==> config.mk <==
export PLATFORM = sky130hd
export DESIGN_NAME = mpu_region_select_limit_regs
export DESIGN_NICKNAME = d
export VERILOG_FILES = /design/src/design/mpu_pkg.sv /design/src/design/region_matcher.sv /design/src/design/mpu_region_select_limit_regs.sv
export VERILOG_INCLUDE_DIRS = /design/src /design/src/design
export SDC_FILE = /design/constraint.sdc
export NUM_CORES = 2
export LEC_CHECK = 0
export BUFFER_PORTS_ARGS = -buffer_cell sky130_fd_sc_hd__buf_2
export CORE_AREA = 2 2 377 379
export DETAILED_ROUTE_END_ITERATION = 7
export DIE_AREA = 0 0 379 381
export PLACE_DENSITY = 0.64
export SKIP_CTS_REPAIR_TIMING = 1
export SLEW_MARGIN = 20
export SYNTH_ARGS = -nofsm -noshare
export SYNTH_HDL_FRONTEND = slang
export SYNTH_HIERARCHICAL = 1
export SYNTH_SLANG_ARGS = --single-unit
==> constraint.sdc <==
create_clock -name sys_clk -period 6.9 [get_ports sys_clk]
set_clock_uncertainty 0.1 [all_clocks]
set_input_delay 1.035 -clock sys_clk [delete_from_list [all_inputs] [get_ports sys_clk]]
set_output_delay 1.035 -clock sys_clk [all_outputs]
set_load 0.01 [all_outputs]
==> src/design/mpu_defines.svh <==
/*
  Address map, field positions and sizes of the protection-unit
  configuration registers (capability, slot selector, bounds, aliases).
  Assumes a 32-bit byte-addressed private register space driven by the core.
*/
// Summary of operation
// only privileged accesses reach the registers; unprivileged ones raise bus error, no update
// the core uses only 32-bit word accesses on these registers
// three limit aliases sit at 0xE000EDA8 plus 8 times (n-1), n is 1 to 3
// without the main extension the aliases read zero and ignore writes
// secure code reaches non-secure aliases at 0xE002EDA8 view; others see zero
// selector, capability and limits are banked per security state; the code keeps one shared capability word for both states
// alias n acts on region slot[7:2] joined with n; slot stays unchanged
// limit bits 31:5 hold the upper bound; low five bits fill with 0x1F
// limit bit 4 reads zero; bits 3:1 are the attribute pointer
// limit bit 0 enables the region for address checking
// slot selector at 0xE000ED98 holds bits 7:0; bits 31:8 read zero
// slot reads zero with no regions; software keeps slot in range
// slot, bound and attribute pointer hold unknown values after warm reset
// read-only capability at 0xE000ED90 reports the region count in bits 15:8
// a region count of zero means no protection unit for that state
// capability bit 0 reads zero; only unified regions exist
// non-secure selector and capability views at 0xE002ED98 / 0xE002ED90 for secure only
// primary limit at 0xE000EDA0 shares the layout, acting on the slot directly
// lower bound comes from base bits 31:5 with five low zero bits
`ifndef MPU_DEFINES_SVH
`define MPU_DEFINES_SVH
`define PROT_CAP_ADDR 32'hE000ED90
`define SLOT_SEL_ADDR 32'hE000ED98
`define LOWER_PRI_ADDR 32'hE000ED9C
`define UPPER_PRI_ADDR 32'hE000EDA0
`define UPPER_ALIAS_ADDR 32'hE000EDA8
`define ALIAS_LAST_OFS 32'h00000010
`define ALIAS_STEP_LSB 3
`define ALIAS_ALIGN_MASK 32'h00000007
`define SEC_VIEW_HI 16'hE000
`define NS_VIEW_HI 16'hE002
`define REGION_NUM 8
`define REGION_AW 3
`define SLOT_COUNT 8'h08
`define MAIN_EXT 1'b1
`define SLOT_MSB 7
`define SLOT_W 8
`define CNT_LSB 8
`define BOUND_LSB 5
`define BOUND_W 27
`define LOW_FILL 5'h1F
`define LOW_ZERO 5'h00
`define ATTR_LSB 1
`define ATTR_W 3
`define EN_BIT 0
`define BANK_NS 1'b0
`define BANK_S 1'b1
`endif

==> src/design/mpu_pkg.sv <==
/*
  Types shared by the register block and its region matcher.
  Assumes mpu_defines.svh is on the include path.
*/
`include "mpu_defines.svh"
package mpu_pkg;
  // one access from the core, taken in the cycle req_valid is high
  typedef struct packed {
    logic [31:0] addr;
    logic [31:0] wdata;
    logic write;
    logic privileged;
    logic secure;
    logic debugger;
  } reg_req_t;
  // answer, one cycle after the request
  typedef struct packed {
    logic valid;
    logic [31:0] rdata;
    logic bus_error;
  } reg_rsp_t;
  // stored view of one region
  typedef struct packed {
    logic [`BOUND_W-1:0] base;
    logic [4:0] base_attrs;
    logic [`BOUND_W-1:0] limit;
    logic [`ATTR_W-1:0] attr;
    logic en;
  } region_cfg_t;
  typedef region_cfg_t [`REGION_NUM-1:0] region_bank_t;
  // result of an address lookup
  typedef struct packed {
    logic hit;
    logic multi_hit;
    logic [`REGION_AW-1:0] region;
    logic [`ATTR_W-1:0] attr;
  } match_t;
  typedef enum logic [2:0] {K_NONE, K_CAP, K_SLOT, K_LOWER, K_UPPER, K_ALIAS} reg_kind_t;
endpackage : mpu_pkg

==> src/design/region_matcher.sv <==
/*
  Combinational lookup of one address against all regions of one bank.
  Assumes the caller registers the result; lowest numbered region wins.
*/
`timescale 1ns/1ps
`default_nettype none
module region_matcher
  import mpu_pkg::*;
(
  input wire logic [31:0] check_addr,
  input wire mpu_pkg::region_bank_t bank,
  output mpu_pkg::match_t result
);
  logic [`REGION_NUM-1:0] hit_vec;

  // inclusive bounds: base padded with zeros, limit padded with ones
  genvar g;
  generate
    for (g = 0; g < `REGION_NUM; g++)
    begin : g_cmp
      logic [31:0] lo;
      logic [31:0] hi;
      assign lo = {bank[g].base, `LOW_ZERO};
      assign hi = {bank[g].limit, `LOW_FILL};
      assign hit_vec[g] = bank[g].en && (check_addr >= lo) && (check_addr <= hi);
    end
  endgenerate

  // priority pick; an overlap is reported so the caller can fault it
  always_comb
  begin
    result = '0;
    result.multi_hit = (hit_vec & (hit_vec - 1'b1)) != '0;
    for (int i = `REGION_NUM - 1; i >= 0; i--)
    begin
      if (hit_vec[i])
      begin
        result.hit = 1'b1;
        result.region = i[`REGION_AW-1:0];
        result.attr = bank[i].attr;
      end
    end
  end
endmodule : region_matcher
`default_nettype wire

==> src/design/mpu_region_select_limit_regs.sv <==
/*
  Shared capability, banked slot selector, base, primary limit and limit alias
  registers of the memory protection unit, plus an address check port.
  Assumes the core presents one word access per req_valid pulse and takes
  the answer the following cycle; the core gives its own security state.
*/
`timescale 1ns/1ps
`default_nettype none
module mpu_region_select_limit_regs
  import mpu_pkg::*;
(
  input wire logic sys_clk,
  input wire logic sys_rst,
  input wire logic req_valid,
  input wire mpu_pkg::reg_req_t req,
  output mpu_pkg::reg_rsp_t rsp,
  input wire logic [31:0] check_addr,
  input wire logic check_secure,
  output mpu_pkg::match_t check_result
);
  import mpu_pkg::*;

  // storage, deliberately without reset: contents are unknown after warm reset
  logic [`SLOT_W-1:0] slot_r [2];
  region_bank_t bank_r [2];

  // decoded access
  logic ns_view;
  logic in_space;
  logic view_blocked;
  logic bank_sel;
  logic [31:0] local_addr;
  logic [31:0] alias_ofs;
  logic [1:0] alias_n;
  reg_kind_t kind;
  logic [`SLOT_W-1:0] target_slot;
  logic target_ok;
  logic [`REGION_AW-1:0] target_idx;
  logic [31:0] read_word;
  logic allow_write;
  logic count_zero;
  region_cfg_t cur_cfg;

  // which address view was used; the 0xE002 view is only for secure code
  always_comb
  begin
    ns_view = req.addr[31:16] == `NS_VIEW_HI;
    in_space = ns_view || (req.addr[31:16] == `SEC_VIEW_HI);
    local_addr = {`SEC_VIEW_HI, req.addr[15:0]};
    view_blocked = ns_view && (!req.secure || req.debugger);
    bank_sel = ns_view ? `BANK_NS : req.secure;
  end

  // alias number from the offset above the first alias
  always_comb
  begin
    alias_ofs = local_addr - `UPPER_ALIAS_ADDR;
    alias_n = alias_ofs[`ALIAS_STEP_LSB+1:`ALIAS_STEP_LSB] + 2'h1;
  end

  // register kind; unlisted offsets decode to nothing and read zero
  always_comb
  begin
    kind = K_NONE;
    if (in_space)
    begin
      if (local_addr == `PROT_CAP_ADDR)
        kind = K_CAP;
      else if (local_addr == `SLOT_SEL_ADDR)
        kind = K_SLOT;
      else if (local_addr == `LOWER_PRI_ADDR)
        kind = K_LOWER;
      else if (local_addr == `UPPER_PRI_ADDR)
        kind = K_UPPER;
      else if ((local_addr >= `UPPER_ALIAS_ADDR)
               && (alias_ofs <= `ALIAS_LAST_OFS)
               && ((alias_ofs & `ALIAS_ALIGN_MASK) == '0)
               && `MAIN_EXT)
        kind = K_ALIAS;
    end
  end

  // region addressed: slot directly, or slot upper bits with the alias number
  always_comb
  begin
    if (kind == K_ALIAS)
      target_slot = {slot_r[bank_sel][`SLOT_MSB:2], alias_n};
    else
      target_slot = slot_r[bank_sel];
    // out-of-range slots are unpredictable; this design reads zero and drops writes
    target_ok = target_slot < `SLOT_COUNT;
    target_idx = target_slot[`REGION_AW-1:0];
    cur_cfg = bank_r[bank_sel][target_idx];
    count_zero = `SLOT_COUNT == '0;
  end

  // read data for the decoded register, reserved bits zero
  always_comb
  begin
    read_word = '0;
    case (kind)
      K_CAP:
      begin
        read_word[`CNT_LSB +: `SLOT_W] = `SLOT_COUNT;
        read_word[0] = 1'b0;
      end
      K_SLOT:
      begin
        if (!count_zero)
          read_word[`SLOT_W-1:0] = slot_r[bank_sel];
      end
      K_LOWER:
      begin
        if (target_ok)
          read_word = {cur_cfg.base, cur_cfg.base_attrs};
      end
      K_UPPER, K_ALIAS:
      begin
        if (target_ok)
        begin
          read_word[31:`BOUND_LSB] = cur_cfg.limit;
          read_word[`ATTR_LSB +: `ATTR_W] = cur_cfg.attr;
          read_word[`EN_BIT] = cur_cfg.en;
        end
      end
      default:
        read_word = '0;
    endcase
    if (view_blocked)
      read_word = '0;
  end

  // a write lands only for a privileged, unblocked access
  always_comb
  begin
    allow_write = req_valid && req.write && req.privileged && !view_blocked;
  end

  // slot selector, one per bank
  always_ff @(posedge sys_clk)
  begin
    if (allow_write && (kind == K_SLOT) && !count_zero)
      slot_r[bank_sel] <= req.wdata[`SLOT_W-1:0];
  end

  // base register of the selected region
  always_ff @(posedge sys_clk)
  begin
    if (allow_write && (kind == K_LOWER) && target_ok)
    begin
      bank_r[bank_sel][target_idx].base <= req.wdata[31:`BOUND_LSB];
      bank_r[bank_sel][target_idx].base_attrs <= req.wdata[`BOUND_LSB-1:0];
    end
  end

  // primary limit and aliases share one field layout; bit 4 is not stored
  always_ff @(posedge sys_clk)
  begin
    if (allow_write && ((kind == K_UPPER) || (kind == K_ALIAS)) && target_ok)
    begin
      bank_r[bank_sel][target_idx].limit <= req.wdata[31:`BOUND_LSB];
      bank_r[bank_sel][target_idx].attr <= req.wdata[`ATTR_LSB +: `ATTR_W];
      bank_r[bank_sel][target_idx].en <= req.wdata[`EN_BIT];
    end
  end

  // answer one cycle after the request; unprivileged gives bus error and zero data
  always_ff @(posedge sys_clk or posedge sys_rst)
  begin
    if (sys_rst)
    begin
      rsp <= '0;
    end
    else
    begin
      rsp.valid <= req_valid;
      rsp.bus_error <= req_valid && !req.privileged;
      if (req_valid && !req.write && req.privileged)
        rsp.rdata <= read_word;
      else
        rsp.rdata <= '0;
    end
  end

  // address lookup against the bank of the checking state
  match_t match_nxt;

  region_matcher u_matcher (
    .check_addr(check_addr),
    .bank(bank_r[check_secure]),
    .result(match_nxt)
  );

  // lookup registered so the result is a clean flop output
  always_ff @(posedge sys_clk or posedge sys_rst)
  begin
    if (sys_rst)
      check_result <= '0;
    else
      check_result <= match_nxt;
  end
endmodule : mpu_region_select_limit_regs
`default_nettype wire

==> impl_metrics.tcl <==
set metrics [dict create \
    p_sw_mw 3.54 \
    grt_use_met2_pct 43.2 \
    rows 138 \
    grt_pass1_vias 40600 \
    worstPathBufferInverterCount 3 \
    r2r_cells 8 \
    die_w_um 379 \
    internal_power_mw 10.9 \
    fin_crit_sh_pct 73.3 \
    numPortBuffers 145 \
    start_util_pct 41.3 \
    leakage_nw 25.3 \
    cp.depth 14 \
    grt_antenna_before_repair 4 \
    r2r_start "slot_r[0][2]" \
    cp.arrival_ps 5590 \
    grt_max_degree 126 \
    drcViolationCount 0 \
    finalCriticalPeriod_ps 5050 \
    io_pins 146 \
    routed_wl_um 203000 \
    core-area_mm2 0.141 \
    min_path_type "input port to flip-flop" \
    h-tree-depth 3 \
    setup_tns_ps 0 \
    ant_nets 0 \
    fp.dieH_um 381 \
    final-max-slew-violation-count 0 \
    switching_share_pct 24.5 \
    grt_use_met3_pct 4.57 \
    path_clk_slew_ps 70 \
    grt_pass1_wl_um 285000 \
    areaGrowthSynthToFinish_pct 12.6 \
    dr.pass1.iters 8 \
    nets 5529 \
    startpoint_type "input port" \
    p_clk_share_pct 42.1 \
    slew_headroom_pct 21.7 \
    avgSynthCellArea_um2 12.0 \
    setup_violations 0 \
    fin_util_pct 46.5 \
    power_mw 14.5 \
    min_from "req_valid" \
    ys_warn_count 6 \
    end_kind "flip-flop" \
    cp_max_fo 38 \
    crit_type "input port to flip-flop" \
    clock_sinks 1066 \
    p_per_area_mw_per_mm2 222 \
    globalplace.congestion 0.941 \
    setup.worst_path.start "check_secure" \
    routedWlPerCell_um 29.0 \
    pwr-share-seq_pct 49.2 \
    mappedNetlistNets 5367 \
    drive_above_1_share_pct 19.0 \
    clock_latency_ps 760 \
    overflow 0 \
    dp_hpwl_um 135000 \
    busiest_layer "met2" \
    netlist_area_mm2 0.0580 \
    path_cells "buf_8 > buf_4 > mux2_2 > inv_1 > ha_1 > nand4_1 > nor4_2 > o31ai_1 > nand4_1 > a21o_1 > a21oi_2 > nor4_2 > o211ai_1 > a31o_2" \
    slowest_stage "nor4_2" \
    cts.path.max_buffers 3 \
    fmaxAchievable_mhz 198 \
    die_area_mm2 0.144 \
    drt_iter0_drc 5517 \
    report.final.hold_viol_count 0 \
    rsz0062_at_grt "false" \
    cp_slowest_stage_delay_ps 830 \
    grt_usage_pct 27.3 \
    n_antenna_cell 0 \
    cts_tree "done" \
    maxCapViolCount 0 \
    required_ps 7430 \
    syn_inst 4829 \
    cts_buffers 116 \
    fillCellCount 12700 \
    met1_usage_pct 36.8 \
    root_buffer "clkbuf_16" \
    routed_via_density 6.09 \
    status "complete, no violations" \
    max-vdd-ir-drop_v 0.000227 \
    cp_top_family "simple AND/OR/NAND/NOR gates" \
    tightest_slew_ps 1180 \
    hold_depth 1 \
    dr_total_vias 42500 \
    combPwrFrac_pct 8.7 \
]
[registers in the layout, summed over array words and instances, names as in the netlist]
signal and count:
check_result 8, bank_r 1008, slot_r 16, rsp 34
[per-stage QoR]
stage                     instance area (um^2)  setup slack [ps]  hold WS [ps]  instances
after detailed placement                 61600              1200           545       6763
after global placement                   61600               700           542       6763
after floorplan                          58000              1640           423       4829
final                                    65300              1850           312       6979
after global routing                     65300              1680           297       6979
after CTS                                65300              1990           267       6979
[layer usage]
metal	up-vias	share of wire (%)	routed length, um
li1	18400	-	-
met1	21200	39	79800
met2	2407	46	92700
met3	449	9.7	19700
met4	6	5.1	10400
met5	-	0.019	39
[cell type report]
class,count,area (um^2),share of cell area (%)
clock buffer,162,3170,4.85
clock inverter,54,490,0.751
inverter,452,1700,2.60
multi-input combinational,3095,23900,36.6
sequential,1066,31800,48.7
tap,1890,2360,3.62
timing repair buffer,260,1860,2.85
[worst register-to-register path, cell delays in order, from the launching register on]
cell	delay (ps)
edfxtp_1	850
buf_4	410
a21o_1	310
o211ai_1	170
and2_4	480
buf_4	420
a32oi_1	460
nand4_1	520
o22ai_1	380
[final timing paths]
check | end | slack [ps]
max in group asynchronous | rsp[12] | 5550
max reg2reg | rsp[18] | 2690
max | check_result[6] | 1850
min reg2reg | rsp[30] | 560
min | rsp[33] | 310
min in group asynchronous | rsp[30] | 480
[layout by cell type, fill, tap and decap left out, types with 38 or more instances in the layout]
cell and count:
a211oi_1 38, a21oi_1 171, a31oi_1 57, a32oi_1 111, and3_1 45, buf_2 144
buf_4 94, clkbuf_16 116, dfrtp_1 42, edfxtp_1 1024, ha_1 434, inv_1 450
mux2_2 470, mux2i_1 220, nand2_1 716, nand3_1 136, nand4_1 126, nor2_1 79
o21ai_0 86
[power groups by stage]
stage / combinational (mW) / clock (mW) / sequential [mW]
2_1_floorplan: 0.697 / 0 / 7.24
3_3_place_gp: 1.21 / 0 / 7.25
3_5_place_dp: 1.23 / 0 / 7.25
4_1_cts: 1.24 / 6.14 / 7.11
5_1_grt: 1.35 / 6.37 / 7.11
6_report: 1.26 / 6.09 / 7.11
(Power assumes the default switching activity.)
